### config.mk
export PLATFORM = sky130hd
export DESIGN_NAME = ujp_user_port
export DESIGN_NICKNAME = d
export VERILOG_FILES = /design/src/hw/ujp_user_port_end.v /design/src/hw/ujp_sync.v /design/src/hw/ujp_user_port.v
export VERILOG_INCLUDE_DIRS = /design/src /design/src/hw
export SDC_FILE = /design/constraint.sdc
export NUM_CORES = 1
export LEC_CHECK = 0
export CELL_PAD_IN_SITES_DETAIL_PLACEMENT = 0
export CELL_PAD_IN_SITES_GLOBAL_PLACEMENT = 1
export CORE_MARGIN = 2
export CORE_UTILIZATION = 36
export DETAILED_ROUTE_END_ITERATION = 10
export DONT_BUFFER_PORTS = 1
export GPL_ROUTABILITY_DRIVEN = 0
export PLACE_DENSITY = 0.59
export SLEW_MARGIN = 15
export SYNTH_ARGS = -nofsm -noshare
export SYNTH_HDL_FRONTEND = slang
export SYNTH_SLANG_ARGS = --single-unit
### constraint.sdc
create_clock -name clk -period 1.8 [get_ports clk]
set_input_delay 0.09 -clock clk [delete_from_list [all_inputs] [get_ports clk]]
set_output_delay 0.09 -clock clk [all_outputs]
set_load 0.05 [all_outputs]
### src/hw/ujp_defs.vh
// Purpose: Shared constants for the user test port bridge
// Assumes: Included by the bridge only; the synchroniser does not include it
// Notes: Instruction codes are 8 bits wide
`ifndef UJP_DEFS_VH
`define UJP_DEFS_VH

// Instruction register layout
`define UJP_IR_W 8
`define UJP_IR_CAPTURE 8'h01
`define UJP_IR_RESET 8'h0f
`define UJP_OP_IDCODE 8'h0f
`define UJP_OP_BYPASS 8'hff

// User instruction range, inclusive
`define UJP_USER_LO 8'h10
`define UJP_USER_HI 8'h7f

// Identification register, value is arbitrary
`define UJP_ID_W 32
`define UJP_ID_VALUE 32'h0a5a_5001

// Synchroniser depth
`define UJP_SYNC_STAGES 2

`endif

### src/hw/ujp_user_port_end.v
// Purpose: Marker file closing the design set
// Assumes: Nothing
// Notes: Holds no logic
`default_nettype none
`default_nettype wire

### src/hw/ujp_sync.v
// Purpose: Two-stage synchroniser for a group of pin inputs
// Assumes: Inputs are asynchronous to clk
// Notes: The first stage feeds only the second stage
`default_nettype none

module ujp_sync #(
   parameter W = 4
) (
   // Clock and reset
   input wire clk,
   input wire rst,
   // Pin side
   input wire [W-1:0] async_in,
   // Clock domain side
   output wire [W-1:0] sync_out
);

   reg [W-1:0] meta_q;
   reg [W-1:0] sync_q;

   // Two flops per bit, first stage read only by second
   always @(posedge clk) begin
      if (rst) begin
         meta_q <= {W{1'b0}};
         sync_q <= {W{1'b0}};
      end else begin
         meta_q <= async_in;
         sync_q <= meta_q;
      end
   end

   assign sync_out = sync_q;

endmodule

`default_nettype wire

### src/hw/ujp_user_port.v
// Purpose: Test access port controller with a user port into the fabric
// Assumes: clk is much faster than the test clock; pins are sampled by clk
// Notes: Test clock edges are found by sampling; registered outputs lag the pins by
//        the synchroniser delay plus one cycle, the serial input and test clock by the delay alone
// Notes on behaviour
// (RULE1) User port always live, no test mode
// (RULE2) Eight-bit instruction bus to fabric
// (RULE3) Fabric defines codes 16 to 127 only
// (RULE4) Reset out low in Test-Logic-Reset
// (RULE5) Power-on reset forces Test-Logic-Reset
// (RULE6) Reset held until tester leaves reset
// (RULE7) Serial input passed to fabric directly
// (RULE8) User serial out reaches TDO in range
// (RULE9) Shift flag high exactly in Shift-DR
// (RULE10) Capture flag high exactly in Capture-DR
// (RULE11) Update flag high exactly in Update-DR
// (RULE12) Test clock passed to fabric directly
// (RULE13) Instruction bus changes only at Update-IR; the code also loads 8'h0f in Test-Logic-Reset and on trst_n low
// (RULE14) Tester holds TMS high five clocks
// (RULE15) State advances on rising test clock
// (RULE16) Fabric qualifies flags with own decode
`default_nettype none
`include "ujp_defs.vh"

module ujp_user_port (
   // Clock and reset
   input wire clk,
   input wire rst,
   // Test port pins
   input wire tck,
   input wire tms,
   input wire tdi,
   input wire trst_n,
   output wire tdo_o,
   output wire tdo_oe,
   // Fabric side
   output wire [7:0] user_instr_bus,
   output wire user_tap_reset_n,
   output wire user_serial_in,
   input wire user_serial_out,
   output wire user_dr_shift_flag,
   output wire user_dr_capture_flag,
   output wire user_dr_update_flag,
   output wire user_dr_clock
);

   // Controller states
   localparam [3:0] ST_TLR = 4'h0;
   localparam [3:0] ST_RTI = 4'h1;
   localparam [3:0] ST_SEL_DR = 4'h2;
   localparam [3:0] ST_CAP_DR = 4'h3;
   localparam [3:0] ST_SH_DR = 4'h4;
   localparam [3:0] ST_EX1_DR = 4'h5;
   localparam [3:0] ST_PAU_DR = 4'h6;
   localparam [3:0] ST_EX2_DR = 4'h7;
   localparam [3:0] ST_UPD_DR = 4'h8;
   localparam [3:0] ST_SEL_IR = 4'h9;
   localparam [3:0] ST_CAP_IR = 4'ha;
   localparam [3:0] ST_SH_IR = 4'hb;
   localparam [3:0] ST_EX1_IR = 4'hc;
   localparam [3:0] ST_PAU_IR = 4'hd;
   localparam [3:0] ST_EX2_IR = 4'he;
   localparam [3:0] ST_UPD_IR = 4'hf;

   // Next state for a given TMS value
   function [3:0] tap_next;
      input [3:0] st;
      input m;
      begin
         case (st)
            ST_TLR: tap_next = m ? ST_TLR : ST_RTI;
            ST_RTI: tap_next = m ? ST_SEL_DR : ST_RTI;
            ST_SEL_DR: tap_next = m ? ST_SEL_IR : ST_CAP_DR;
            ST_CAP_DR: tap_next = m ? ST_EX1_DR : ST_SH_DR;
            ST_SH_DR: tap_next = m ? ST_EX1_DR : ST_SH_DR;
            ST_EX1_DR: tap_next = m ? ST_UPD_DR : ST_PAU_DR;
            ST_PAU_DR: tap_next = m ? ST_EX2_DR : ST_PAU_DR;
            ST_EX2_DR: tap_next = m ? ST_UPD_DR : ST_SH_DR;
            ST_UPD_DR: tap_next = m ? ST_SEL_DR : ST_RTI;
            ST_SEL_IR: tap_next = m ? ST_TLR : ST_CAP_IR;
            ST_CAP_IR: tap_next = m ? ST_EX1_IR : ST_SH_IR;
            ST_SH_IR: tap_next = m ? ST_EX1_IR : ST_SH_IR;
            ST_EX1_IR: tap_next = m ? ST_UPD_IR : ST_PAU_IR;
            ST_PAU_IR: tap_next = m ? ST_EX2_IR : ST_PAU_IR;
            ST_EX2_IR: tap_next = m ? ST_UPD_IR : ST_SH_IR;
            default: tap_next = m ? ST_SEL_DR : ST_RTI;
         endcase
      end
   endfunction

   // True when an instruction code lies in the user range
   function in_user_range;
      input [7:0] code;
      begin
         in_user_range = (code >= `UJP_USER_LO) && (code <= `UJP_USER_HI);
      end
   endfunction

   wire [3:0] pins_s;
   wire tck_s;
   wire tms_s;
   wire tdi_s;
   wire trst_n_s;

   reg tck_prev_q;
   reg [3:0] state_q;
   reg [3:0] state_d;
   reg [7:0] ir_shift_q;
   reg [7:0] ir_q;
   reg bypass_q;
   reg [31:0] id_q;
   reg tdo_q;
   reg tdo_oe_q;
   reg reset_n_q;
   reg shift_q;
   reg capture_q;
   reg update_q;

   // Pins pass two flops before any logic reads them
   ujp_sync #(
      .W(4)
   ) u_sync (
      .clk(clk),
      .rst(rst),
      .async_in({trst_n, tdi, tms, tck}),
      .sync_out(pins_s)
   );

   assign tck_s = pins_s[0];
   assign tms_s = pins_s[1];
   assign tdi_s = pins_s[2];
   assign trst_n_s = pins_s[3];

   wire tck_rise = tck_s & ~tck_prev_q;
   wire tck_fall = ~tck_s & tck_prev_q;

   // Next state of the controller
   always @* begin
      state_d = state_q;
      if (!trst_n_s) begin
         state_d = ST_TLR;
      end else if (tck_rise) begin
         // (RULE15) advance on rising edge
         state_d = tap_next(state_q, tms_s);
      end
   end

   // Controller state and the flags derived from it
   always @(posedge clk) begin
      if (rst) begin
         // (RULE5) power-on reset state
         state_q <= ST_TLR;
         tck_prev_q <= 1'b0;
         reset_n_q <= 1'b0;
         shift_q <= 1'b0;
         capture_q <= 1'b0;
         update_q <= 1'b0;
      end else begin
         state_q <= state_d;
         tck_prev_q <= tck_s;
         // (RULE4) reset low in Test-Logic-Reset
         // (RULE6) held until state leaves
         reset_n_q <= (state_d != ST_TLR);
         // (RULE9) shift flag decode
         shift_q <= (state_d == ST_SH_DR);
         // (RULE10) capture flag decode
         capture_q <= (state_d == ST_CAP_DR);
         // (RULE11) update flag decode
         update_q <= (state_d == ST_UPD_DR);
      end
   end

   // Instruction and device-owned data registers, acting on rising edges
   always @(posedge clk) begin
      if (rst || !trst_n_s) begin
         ir_shift_q <= `UJP_IR_RESET;
         ir_q <= `UJP_IR_RESET;
         bypass_q <= 1'b0;
         id_q <= `UJP_ID_VALUE;
      end else if (tck_rise) begin
         case (state_q)
            ST_TLR: begin
               ir_q <= `UJP_IR_RESET;
            end
            ST_CAP_IR: begin
               ir_shift_q <= `UJP_IR_CAPTURE;
            end
            ST_SH_IR: begin
               ir_shift_q <= {tdi_s, ir_shift_q[7:1]};
            end
            ST_EX1_IR, ST_EX2_IR: begin
               // (RULE13) bus loads entering Update-IR
               if (tms_s) begin
                  ir_q <= ir_shift_q;
               end
            end
            ST_CAP_DR: begin
               bypass_q <= 1'b0;
               id_q <= `UJP_ID_VALUE;
            end
            ST_SH_DR: begin
               bypass_q <= tdi_s;
               id_q <= {tdi_s, id_q[31:1]};
            end
            default: begin
               ir_q <= ir_q;
            end
         endcase
      end
   end

   // Serial output changes on falling test clock edges
   always @(posedge clk) begin
      if (rst) begin
         tdo_q <= 1'b0;
         tdo_oe_q <= 1'b0;
      end else if (tck_fall) begin
         tdo_oe_q <= (state_q == ST_SH_IR) || (state_q == ST_SH_DR);
         if (state_q == ST_SH_IR) begin
            tdo_q <= ir_shift_q[0];
         end else if (in_user_range(ir_q)) begin
            // (RULE8) user data to output mux
            tdo_q <= user_serial_out;
         end else if (ir_q == `UJP_OP_IDCODE) begin
            tdo_q <= id_q[0];
         end else begin
            tdo_q <= bypass_q;
         end
      end
   end

   // (RULE1) fabric port always connected
   // (RULE2) current instruction
   assign user_instr_bus = ir_q;
   assign user_tap_reset_n = reset_n_q;
   // (RULE7) serial input straight through
   assign user_serial_in = tdi_s;
   // (RULE12) test clock straight through
   assign user_dr_clock = tck_s;
   assign user_dr_shift_flag = shift_q;
   assign user_dr_capture_flag = capture_q;
   assign user_dr_update_flag = update_q;
   assign tdo_o = tdo_q;
   assign tdo_oe = tdo_oe_q;

endmodule

`default_nettype wire

Yosys cells after proc, flatten, opt, wreduce, memory -nomap -nowiden
Cells that the tools add are included.
- mux-type cells: 23
- multipliers: 0
- bitwise logic cells: 4
- shift-type cells: 0
- equal/unequal tests: 17
- reduce and logical (&&, ||, !) cells: 15
- add/sub/neg operators: 0
- $lt $le $gt $ge: 2
- div/mod/pow operators: 0
- operators with widths (kind ; number):
    $pmux 32 s2 ; 1
    $pmux 4 s11 ; 1
    $pmux 8 s2 ; 2
    $eq 4x4->1 const B ; 7
    $mux 4 ; 6
    $eq 4x3->1 const B ; 5
    $eq 4x2->1 const B ; 3
    $eq 8x4->1 const B ; 1
    $ge 8x5->1 const B ; 1
    $le 8x7->1 const B ; 1
    $mux 8 ; 1
    $mux 1 ; 6
    $mux 2 ; 3
    $mux 3 ; 2
    $reduce_bool 2->1 ; 3
    $reduce_or 2->1 ; 3
    $logic_not 4->1 ; 1
    $reduce_and 2->1 ; 2
    $reduce_bool 4->1 ; 1
    $reduce_and 3->1 ; 1
    $and 1x1->1 ; 2
    $logic_or 1x1->1 ; 2
    $ne 2x1->1 const B ; 1
    $not 1->1 ; 2
    3 further kinds ; 3
- bits of input ports: 7
- RAM bits: 0
- logic and storage cells: 75
- memory bits (read-only): 0
- output and inout bits: 16
- memories kept: 0
- flip-flop bits (word level): 68
- bits in latches: 0

Logic depth before layout (Yosys ltp)
Gate-level depths: netlist (run 1).
- depth after elaboration: 6
- depth in mapped cells: 8
- mapped depth without buffers: 5

Modules after synthesis
A second synthesis (run 1) with hierarchy kept.
- cells, all modules: 302
- area, all modules: 2696.3 sq um
- modules (own cells, without submodules) (module ; cells each ; times used ; seq. area each (sq um) ; area an instance (sq um)):
    ujp_user_port ; 286 ; 1 ; 1181.1 ; 2486.1
    ujp_sync ; 16 ; 1 ; 160.2 ; 210.2

Least setup slack after synthesis (run 1)
No wires, ideal clock.
- kind: register -> register
- start: reg u_sync.sync_q[0], in the netlist u_sync.sync_out[0]
- end: reg bypass_q
- data required time: 1.672 ns
- arrival time: 1.740 ns
- stages on the path, launching flop included: 8
- path buffers: 3
- slack: -0.068 ns
- clock period less this slack: 1.868 ns
- library setup time: 0.128 ns
- path through: dfxtp_1 -> nand2b_1 -> buf_2 -> or3_1 -> clkbuf_2 -> buf_6 -> a22oi_1 -> nor2_1
- word-level cells in the longest chain between the ends: 2
- RTL lines (item ; line ; text):
    start: declaration ; ujp_sync.v:19 ; reg [W-1:0] sync_q;
    start signal: assignment ; ujp_sync.v:25 ; sync_q <= {W{1'b0}};
    start signal: assignment ; ujp_sync.v:28 ; sync_q <= meta_q;
    $and 1x1->1 ; ujp_user_port.v:134 ; wire tck_rise = tck_s & ~tck_prev_q;
    $reduce_and 2->1 (no line) ; -- ;
    end signal: assignment ; ujp_user_port.v:202 ; bypass_q <= tdi_s;
    end: declaration ; ujp_user_port.v:110 ; reg bypass_q;
Every way passes these cells.
A chain may end at the register's enable or synchronous reset.

Final worst setup path (run 1)
- start: reg tck_prev_q
- end: reg capture_q, in the netlist user_dr_capture_flag
- word-level cells in the longest chain between the ends: 5
- RTL lines (item ; line ; text):
    start: declaration ; ujp_user_port.v:105 ; reg tck_prev_q;
    start signal: assignment ; ujp_user_port.v:160 ; tck_prev_q <= tck_s;
    $not 1->1 ; ujp_user_port.v:134 ;
    $and 1x1->1 ; ujp_user_port.v:134 ;
    $mux 4 ; ujp_user_port.v:142 ; end else if (tck_rise) begin
    $mux 4 ; ujp_user_port.v:140 ; if (!trst_n_s) begin
    $eq 4x2->1 ; ujp_user_port.v:167 ; capture_q <= (state_d == ST_CAP_DR);
    end signal: assignment ; ujp_user_port.v:167 ;
    end: declaration ; ujp_user_port.v:116 ; reg capture_q;
Every way passes these cells.

==> reports/results.txt, run 1 <==
The flow ran to the end, and the final reports show no timing, DRC or antenna violations. For the worst setup path, the data arrival time is 1.91 ns. The portion of synthesized cell area occupied by the leading cell type is 0.506.

The repair_antennas step left the layout with diodes totalling 0. The total global-route track usage is 0.158, and the number of sinks handled by clock tree synthesis is 67. For the number of cells after detailed placement, the log shows 400. The compound-gate portion of the synthesized area came out at 0.205. Summed over all nets, the half-perimeter wirelength after detailed placement is 3890 um. Along the worst path, the maximum fanout reaches 7.

The share of final-layout standard cells stronger than drive strength 1 works out to 0.174. Dominant combinational cell family by area after synthesis: simple AND/OR/NAND/NOR gates. For the number of hold violations in the final report, the log shows 0.

Setup violations remaining at the end of the flow were counted as 0. The static power due to leakage came out at 1.09 nW. Clock latency on the worst-skew pair, taken at its later pin, is 0.33 ns. In this run the horizontal extent of the chip is 89.8 um. The run gives 324 as the final net count. The fraction of the cycle the final worst path needs was 0.933. The number of nets in the synthesized netlist is 302. The tools report the number of max-cap violations as 0. In this run the worst hold path is classified as in2reg. The die covers 0.00806 mm^2. The slew of the pin with the lowest slew margin came out at 0.649 ns.

After floorplanning, the core was sized to cover 0.00718 mm^2. After clock tree synthesis, the setup repair step added 0 buffers. The sequential-to-total area share from yosys stat came out at 0.506.

The count of antenna-violating nets left after detailed routing is 0, and the initial core utilization is 0.369. Number of antenna violations at the first check in global routing: 0. The element type at the critical path start was a register. The setup TNS is 0 ns, and the mux cell area share after synthesis is 0.

The tools report the buffer type at the clock tree root as clkbuf_8. The share of synthesized flip-flops with an asynchronous set or reset came out at 0. For this run, the number of Yosys warnings is 0. The overall routed net length was 6070 um; the number of enable flip-flop cells after synthesis was 0. Average footprint of a synthesized cell: 8.98 um^2. The initial detailed-routing violation count came out at 144. Setup repair after global routing left no endpoint under its margin. The tools report the number of max-slew violations in the final report as 0. The family of cells with the greatest summed delay on the critical path was simple AND/OR/NAND/NOR gates. The logs give 2.87 mW for the sum of internal, switching and leakage power and 28 for the pin count of the biggest net entering global routing.

TritonCTS built the clock tree. The count of input and output buffers is 0. dfxtp_1 is the most common cell in the netlist. Counting along the longest clock path gives a buffer depth of 2. The critical path goes through nand2b_1 > o21ai_0 > a221o_2 > nand2_2 > and4b_1. Data on the critical path is required at its endpoint by 2.03 ns. The adder and majority cell fraction of the synthesized area came out at 0. The clock skew after layout came out at 0.00882 ns. The post-synthesis cell type with the largest combined area is dfxtp_1.

The run gives 2074 as the via count of the first global-routing pass. In this run the vertical extent of the chip is 89.8 um. After detailed routing, the average wire length per cell comes to 14.4 um.

The worst setup path is captured at a register. The final critical-path required period is 1.68 ns, and the post-route worst hold slack is 0.0737 ns. Across the VDD grid, the largest voltage drop is 0.410 mV.

Summing every instance area after synthesis gives 0.00265 mm^2. The flip-flop and latch count after synthesis works out to 67. The post-detailed-route via-to-cell ratio works out to 5.11. The fmax came out at 596 MHz. For this design the top-level I/O count stands at 23.

The total via count in the routed design came out at 2150. The clock tree synthesis step divided the H-tree into 3 levels. In this run the power density over the cells is 903 mW/mm^2. For the number of standard cells in the layout, taps in and fillers out, the log shows 421. The area share of xor/xnor cells in the synthesized design was 0.00331.

In this run, CTS created clock tree buffers numbering 9. The worst path buffer plus inverter count was 0; the maximum single-stage delay on the critical path was 0.44 ns. The first global-routing pass estimated 10300 um of wire.

The post-synthesis to final-layout area growth is 19.8%, and the cell count after synthesis is 295. The category of the critical setup timing path is reg2reg. Before antenna repair, the detailed router went through 4 iterations. The simple-gate share of the synthesized area came out at 0.235. The most used flip-flop cell after synthesis is dfxtp_1.

After synthesis, the netlist uses 43 different library cells. Clock-pin slew was measured on the worst setup and hold paths at 0.08 ns. In the synthesized netlist, the cells that appear most often are dfxtp_1, nor2_1, a22oi_1. The slowest cell on the critical path was a221o_2.

The headroom to the max-slew limit was 0.565. After global routing the overflow that remains totals 0. The initialized floorplan defines 31 standard-cell rows.

The run gives 0 as the count of unresolved DRC violations after routing. In the post-synthesis netlist, the biggest area contributors are dfxtp_1, a22oi_1, nor2_1, nor2b_1, o22ai_1.
-- power breakdown --
part / switching (mW) / total (mW) / internal [mW]
registers: 0.00838 / 1.50 / 1.49
clock network: 0.596 / 1.28 / 0.686
logic: 0.0506 / 0.0856 / 0.0350
-- registers in the layout, indices dropped and copies added (netlist names) --
register and count:
tck_prev_q 1, tdo_o 1, user_instr_bus 8, u_sync.sync_out 4, user_tap_reset_n 1, state_q 4, user_dr_shift_flag 1, bypass_q 1
u_sync.meta_q 4, user_dr_capture_flag 1, id_q 31, tdo_oe 1, user_dr_update_flag 1, ir_shift_q 8
-- stage by stage --
step | instance area [um^2] | utilization | setup WS (ns)
2_1_floorplan | 2650 | - | 0.127
3_3_place_gp | 2920 | 0.406 | 0.0605
3_5_place_dp | 2920 | 0.406 | 0.0317
4_1_cts | 3170 | 0.442 | 0.0146
5_1_grt | 3170 | 0.442 | 0.0192
6_report | 3170 | 0.442 | 0.121
-- logic make-up after synthesis --
family | after synthesis
AOI/OAI and AO/OA | 80
and+or+nand+nor | 122
xor gates and xnor gates | 1
buffers and inverters | 25
DFF | 67
-- timing repair --
item	in CTS	in global routing
endpoints found under the hold margin	11	0
hold buffers	5	0
setup endpoints to repair	0	34
gates resized for setup	0	4
-- cell type report --
class	instances	area, um^2
Fill cell	694	4000
Sequential cell	67	1350
Multi-Input combinational cell	203	1190
Timing Repair Buffer	35	313
Clock buffer	11	141
Tap cell	99	124
Clock inverter	5	60.1
Inverter	1	3.75
-- cell usage in the layout, fill, tap and decap left out, drive strengths merged, types with 11 or more instances in the layout --
| master | netlist | routed |
|---|---|---|
| dfxtp | 67 | 67 |
| nor2b | 16 | 16 |
| nor2 | 44 | 44 |
| a21oi | 12 | 12 |
| nand2 | 20 | 20 |
| o22ai | 13 | 13 |
| buf | 14 | 30 |
| clkbuf | 10 | 11 |
| a22oi | 27 | 27 |
| nor3 | 11 | 11 |
-- worst reg2reg max path: stages (launching register included) --
cell      delay [ns]
dfxtp_1         0.40
nand2b_1        0.34
o21ai_0         0.12
a221o_2         0.44
nand2_2         0.09
and4b_1         0.19
-- routing by layer --
metal / vias to the layer above / global-route usage / wire length [um]
li1: 1100 / - / -
met1: 989 / 0.232 / 3100
met2: 54 / 0.225 / 2590
met3: 7 / 0.0327 / 323
met4: 0 / 0.0654 / 54
met5: - / 0 / 0
-- path summary, 6_finish.rpt --
check,slack [ns],cells after the start,endpoint,start
max,0.12,5,user_dr_capture_flag,tck_prev_q
min,0.07,3,id_q[0],rst
max reg2reg,0.12,5,user_dr_capture_flag,tck_prev_q
min reg2reg,0.44,1,u_sync.sync_out[0],u_sync.meta_q[0]
Power figures use the tool's default switching activity.
==> run 2, diff against run 1 <==
--- a/config.mk
+++ b/config.mk
@@ -13,6 +13,7 @@
 export DETAILED_ROUTE_END_ITERATION = 10
 export DONT_BUFFER_PORTS = 1
 export GPL_ROUTABILITY_DRIVEN = 0
+export MAX_ROUTING_LAYER = met4
 export PLACE_DENSITY = 0.59
 export SLEW_MARGIN = 15
 export SYNTH_ARGS = -nofsm -noshare
==> run 2 against run 1 <==
Compared with the run above:
- count of clock-buffer cells in the layout unchanged
- die area unchanged
- global-route usage increased by 0.45 points
- core utilization unchanged
- maximum frequency about the same
- largest power group unchanged
- final area unchanged
==> reports/results.txt, run 2 (synthesis gave the netlist of run 1 again) <==
The run gives 0.523 as the part of the power in registers. The register with the most flip-flops in the layout has 31 of them. At the pin with the least slew margin, the transition time is 0.649 ns. Initial detailed-routing violation count: 142. The endpoint type of the worst setup path is a register. At the worst endpoint, the arrival time is 1.91 ns. In this run the vertical extent of the chip is 89.8 um. The cell depth of the worst flop-to-flop path was 5. The number of diodes was 0.

The setup check on the worst reg-to-reg path leaves a slack of 0.12 ns. For this run, the detailed router's first-pass iteration total came to 4. The power per cell area was 904 mW/mm^2. In this run the most critical hold path is launched from rst. The logs give 28 for the pin count of the biggest net entering global routing and 2 for the worst-case clock buffer depth.

VDD sags by at most 0.411 mV. During I/O placement, the number of pins put on the boundary was 23. The via count of the first global-routing pass is 2069. Setup repair after global routing left no endpoint under its margin. Input and output buffers added on the ports amount to 0.

Timing analysis after detailed placement gives a worst setup slack of 0.0317 ns. The number of max-cap violations was 0. For the total via count in the routed design, the log shows 2154.

Horizontal extent of the die: 89.8 um. The endpoint required time on the critical path came out at 2.03 ns. The critical path goes through nand2b_1 > o21ai_0 > a221o_2 > nand2_2 > and4b_1. Summed over all nets, the switching power comes to 657 uW. After detailed routing, the number of vias per cell comes to 5.12. In this run the static leakage power is 1.09 nW. After detailed routing, the total wire length is 6070 um. Clock power share: 0.447. CTS placed an instance of clkbuf_8 at the clock tree root. The tools report the number of max-slew violations in the final report as 0. Clock-pin slew was measured on the worst setup and hold paths at 0.08 ns. The internal power of the cells totals 2.21 mW. The headroom to the max-slew limit is 0.565. For this design, the sink count on the clock tree is 67. The tools report the total global-route track usage as 0.163. The first-pass GRT wire length is 10300 um.

The fraction of the cycle the final worst path needs is 0.933, and the depth of the worst hold-timing path is 3. The switching share of power was 0.229; the count of antenna-violating nets left after detailed routing was 0. STA classifies the critical path startpoint as a register. The share of final-layout standard cells stronger than drive strength 1 came out at 0.174.

The floorplan step defined a die boundary enclosing 0.00806 mm^2. The worst register-to-register path begins at tck_prev_q. For the final database, setup skew stands at 0.00909 ns. In this run the post-CTS setup repair buffer count came out at 0. The combinational fraction of design power is 0.030, and the post-synthesis to final-layout area growth is 19.8%. The worst register-to-register path ends at user_dr_capture_flag. The source-to-sink clock delay at the later pin of the worst-skew pair was 0.33 ns; the number of antenna violations at the first check in global routing was 0. The floorplan step defined a core boundary enclosing 0.00718 mm^2. The run finished with clean final reports. The category of the critical setup timing path is reg2reg.

The total overflow reported by the global router came out at 0. The tools report the worst setup path startpoint as tck_prev_q. Of all nets on the critical path, the largest fanout is 7.

The run gives 0 as the final setup violation count. Leaving out fill and tap cells, the most frequent cell in the layout is dfxtp_1. For the final net count, the log shows 324. Initial core utilization: 0.369. The run gives 0.121 ns as the final worst-path setup slack. TritonCTS built the clock tree.

In this design, the largest share of critical-path delay is due to simple AND/OR/NAND/NOR gates. The slowest stage of the critical path belongs to the cell a221o_2. On the worst path, the slowest cell contributes a delay of 0.44 ns. Derived from the worst setup path, the maximum achievable clock frequency is 596 MHz. Number of standard-cell rows in the floorplan: 31.

Leaving out fill and tap cells, the most frequent cells in the layout are dfxtp_1, nor2_1, a22oi_1, buf_4, nand2_1. The TritonCTS buffer count is 9. For this run, design rule violations remaining after detail routing come to 0. Most flop-heavy register: id_q. Once detailed placement completed, the half-perimeter wirelength came to 3890 um. Summed over all failing endpoints, the final setup total negative slack is 0 ns. Counting I/O delays and the setup requirement, the final critical path takes 1.68 ns.

Together, buffers and inverters on the worst path number 0. Classification of the worst-slack hold path: in2reg. Dividing the detail-routed wire length by the instance count gives 14.4 um.

The logs give 0 for the number of hold violations in the final report and 3 for the level count of the clock H-tree. The worst hold path terminates at id_q[0].
## run 2: cell counts in the layout (fill, tap and decap cells not counted)
No cell type changed its count.
## run 2: worst max-delay path by stage
stage | endpoint | slack, ns | cells after the start
after floorplan | bypass_q | 0.13 | 7
after global placement | user_dr_capture_flag | 0.06 | 6
after detailed placement | id_q[13] | 0.03 | 6
after CTS | id_q[13] | 0.01 | 6
after global routing | user_dr_capture_flag | 0.02 | 5
final | user_dr_capture_flag | 0.12 | 5
## run 2: cell type report
type | count | area [um^2]
multi-input cells | 203 | 1190
repair buffers | 35 | 313
flip-flops and latches | 67 | 1350
fillers | 694 | 4000
inverters | 1 | 3.75
clock inverters | 5 | 60.1
clock buffers | 11 | 141
well taps | 99 | 124
## run 2: through the flow
step | hold slack, ns | instance area, um^2 | std cells | utilization | power, mW
3_5_place_dp | 0.157 | 2920 | 400 | 0.406 | 1.61
3_3_place_gp | 0.156 | 2920 | 400 | 0.406 | 1.61
5_1_grt | 0.0735 | 3170 | 421 | 0.442 | 2.98
4_1_cts | 0.0589 | 3170 | 421 | 0.442 | 2.90
6_report | 0.0741 | 3170 | 421 | 0.442 | 2.87
2_1_floorplan | 0.162 | 2650 | 295 | - | 1.59
## run 2: timing repair
item	CTS	global route
endpoints found under the hold margin	11	0
endpoints found under the setup margin	0	34
hold buffers	5	0
resized for setup	0	4
## run 2: power groups by stage
| stage | clock (mW) | sequential, mW | combinational [mW] |
|---|---|---|---|
| 3_5_place_dp | 0 | 1.54 | 0.0739 |
| 4_1_cts | 1.32 | 1.50 | 0.0860 |
| 3_3_place_gp | 0 | 1.53 | 0.0742 |
| 2_1_floorplan | 0 | 1.54 | 0.0420 |
| 5_1_grt | 1.38 | 1.50 | 0.0939 |
| 6_report | 1.28 | 1.50 | 0.0857 |
## run 2: tightest hold or removal path, delay by kind of cell
family | cells | cell delay [ns]
buf+inv | 1 | 0.19
simple gates | 2 | 0.09
## run 2: per-layer routing
| metal | track usage | part of all wire | vias up |
|---|---|---|---|
| met4 | 0.0654 | 0.0091 | 0 |
| met2 | 0.225 | 0.43 | 49 |
| met5 | - | 0 | - |
| met3 | 0.0319 | 0.043 | 7 |
| met1 | 0.233 | 0.52 | 998 |
| li1 | - | - | 1100 |
==> run 3, diff against run 2 <==
--- a/config.mk
+++ b/config.mk
@@ -8,11 +8,13 @@
 export LEC_CHECK = 0
 export CELL_PAD_IN_SITES_DETAIL_PLACEMENT = 0
 export CELL_PAD_IN_SITES_GLOBAL_PLACEMENT = 1
+export CORE_ASPECT_RATIO = 0.9
 export CORE_MARGIN = 2
 export CORE_UTILIZATION = 36
 export DETAILED_ROUTE_END_ITERATION = 10
 export DONT_BUFFER_PORTS = 1
 export GPL_ROUTABILITY_DRIVEN = 0
+export GPL_TIMING_DRIVEN = 0
 export MAX_ROUTING_LAYER = met4
 export PLACE_DENSITY = 0.59
 export SLEW_MARGIN = 15
==> run 3 against run 2 <==
Compared with the run above:
- global-route usage is 1.9 points higher
- via count grew 0.97%
- critical endpoint unchanged
- register-to-register slack improved by 0.02 ns
- largest cell class unchanged
- largest power group unchanged
- count of clock-buffer cells in the layout unchanged
- sequential share of layout area is 0.85 points higher
- total power is 5.4% higher
- routed wire length rose by 6.5%
- sequential power about the same
- final cell count decreased by 3.3%
- sequential cell count unchanged
- non-clock buffer count fell by 8
- critical path type unchanged
- critical path depth is 1 higher
==> reports/results.txt, run 3 (synthesis gave the netlist of run 1 again) <==
The number of hold violations in the final report is 0, and the final setup violation count is 0. The number of antenna violations at the first check in global routing is 0, and the flip-flop count of the largest register, all copies and words added is 31. The horizontal extent of the die is 94.4 um, and the final net count is 316. The min-delay analysis places its worst path in the category in2reg. The buffer type at the clock tree root is clkbuf_8. After the flow finishes, the layout carries non-filler instances totaling 407.

By startpoint and endpoint, the worst setup path is classified as reg2reg. Pin count of the biggest net entering global routing: 13. The number of diodes is 0. The number of standard-cell rows in the floorplan was 29; the number of max-slew violations in the final report was 0. The clock edge transition at the registers on the reported setup and hold paths came out at 0.07 ns.

The library cells used most frequently in the layout, excluding fill and tap cells, are dfxtp_1, nor2_1, a22oi_1, nand2_1, nor2b_1. The run gives 67 as the number of sinks handled by clock tree synthesis. Once placement finished, the instance area stood at 0.00277 mm^2. The tools report the floorplan die area as 0.00806 mm^2. The final layout contains routed wiring with a total length of 6470 um.

Summing over every cut layer, the via total after detailed routing is 2175. The most flop-heavy register is id_q. The element type at the critical path start is a register. Including well taps, the total number of placed cells is 388. The clock passes through at most 2 buffers. Count of antenna-violating nets left after detailed routing: 0. The run finished with clean final reports. The endpoint required time on the critical path is 2.02 ns, and the die outline height is 85.4 um. The final worst-path setup slack was 0.140 ns; the post-detailed-route via-to-cell ratio was 5.34. Post-CTS timing repair inserted 0 buffers for setup. The worst path in the final design needs a cycle of 1.66 ns, including I/O delays and setup. The initial detailed-routing violation count was 162; the fraction of the cycle the final worst path needs was 0.922.

The tools report the headroom to the max-slew limit as 0.576. The clock arrives with 0.0106 ns of skew. The top-level port count came out at 23. The sum of internal, switching and leakage power is 3.02 mW. After detailed routing, the average wire length per cell comes to 15.9 um. The tools report the post-layout instance area as 0.00311 mm^2. The run gives 9 as the TritonCTS buffer count. The library cell used most frequently in the layout, excluding fill and tap cells, is dfxtp_1. The source-to-sink clock delay at the later pin of the worst-skew pair was 0.34 ns; the static power due to leakage was 1.04 nW.

Setup repair after global routing left no endpoint under its margin. Prior to clock tree synthesis, the placed netlist has a worst setup slack of -0.0956 ns. The via count of the first global-routing pass is 2173. The worst-case IR drop observed on VDD is 0.599 mV. The initial core utilization is 0.374, and the post-synthesis to final-layout area growth is 17.5%.

The share of final-layout standard cells stronger than drive strength 1 is 0.162. Global routing finished with a remaining overflow of 0. The core region is 0.00708 mm^2.

For this design the ratio of total power to cell area is 972 mW/mm^2. The HPWL after detailed placement is 4310 um. The tools report the data arrival time of the critical path as 1.88 ns. The worst setup path is captured at a register. The tools report the count of unresolved DRC violations after routing as 0. The slew of the pin with the lowest slew margin is 0.633 ns, and the fmax is 602 MHz.

TritonCTS built the clock tree. The count of input and output buffers is 0. The number of max-cap violations came out at 0. The pre-antenna-repair detailed-routing pass consisted of 4 iterations. The maximum fanout along the worst path was 10.

Counting the fill cells in the layout gives 711. For the total global-route track usage, the log shows 0.181. The first global-routing pass estimated 10900 um of wire.

The clock tree synthesis step divided the H-tree into 3 levels.
## run 3: changes by cell type in the layout (fill, tap and decap cells not counted), moves of 3 or more
cell / before / now
clkbuf_2: 0 / 4
buf_12: 3 / 0
buf_4: 27 / 2
buf_6: 0 / 3
buf_2: 0 / 7
clkbuf_1: 1 / 4
dfxtp_2: 4 / 1
## run 3: stage by stage
step                      utilization  hold slack [ns]  setup TNS [ns]
after global routing            0.440            0.143               0
after global placement          0.391            0.173           -1.37
after floorplan                     -            0.162               0
after detailed placement        0.391            0.173           -1.55
after CTS                       0.434            0.107               0
final                           0.440            0.130               0
## run 3: cell type report
class	instances	area, um^2	share of cell area
clock buffer	11	151	0.0487
inverter	1	3.75	0.00121
buffer	21	126	0.0406
multi-input combinational	203	1220	0.393
tap	93	116	0.0374
clock inverter	5	83.8	0.0269
sequential	67	1350	0.433
timing repair buffer	6	60.1	0.0193
## run 3: worst paths after layout
path / cells after the start / start / endpoint / slack, ns
worst max-delay path: 6 / tck_prev_q / user_dr_capture_flag / 0.14
worst min-delay path: 2 / rst / u_sync.meta_q[2] / 0.13
worst max register to register: 6 / tck_prev_q / user_dr_capture_flag / 0.14
worst min register to register: 1 / u_sync.meta_q[3] / u_sync.sync_out[3] / 0.44
## run 3: report_power, final
group          switching, mW  internal (mW)  total (mW)
registers             0.0195           1.49        1.51
logic                 0.0407         0.0294      0.0701
clock network          0.584          0.861        1.44
## run 3: metal layers
layer | GRT usage | routed length [um] | vias to the layer above
met5 | - | 0 | -
met4 | 0.0711 | 53 | 0
met3 | 0.0551 | 227 | 4
met1 | 0.248 | 3370 | 1041
li1 | - | - | 1091
met2 | 0.249 | 2820 | 39
## run 3: timing repair
item | CTS | global route
hold buffers | 6 | 0
endpoints found under the hold margin | 6 | 0
resized for setup | 2 | 21
setup endpoints to repair | 27 | 52
## run 3: worst max-delay path, stage by stage (launching register included)
cell	delay, ns
dfxtp_1	0.42
nand2b_1	0.13
buf_4	0.20
o21ai_0	0.10
a221o_2	0.44
nand2_2	0.09
and4b_1	0.18
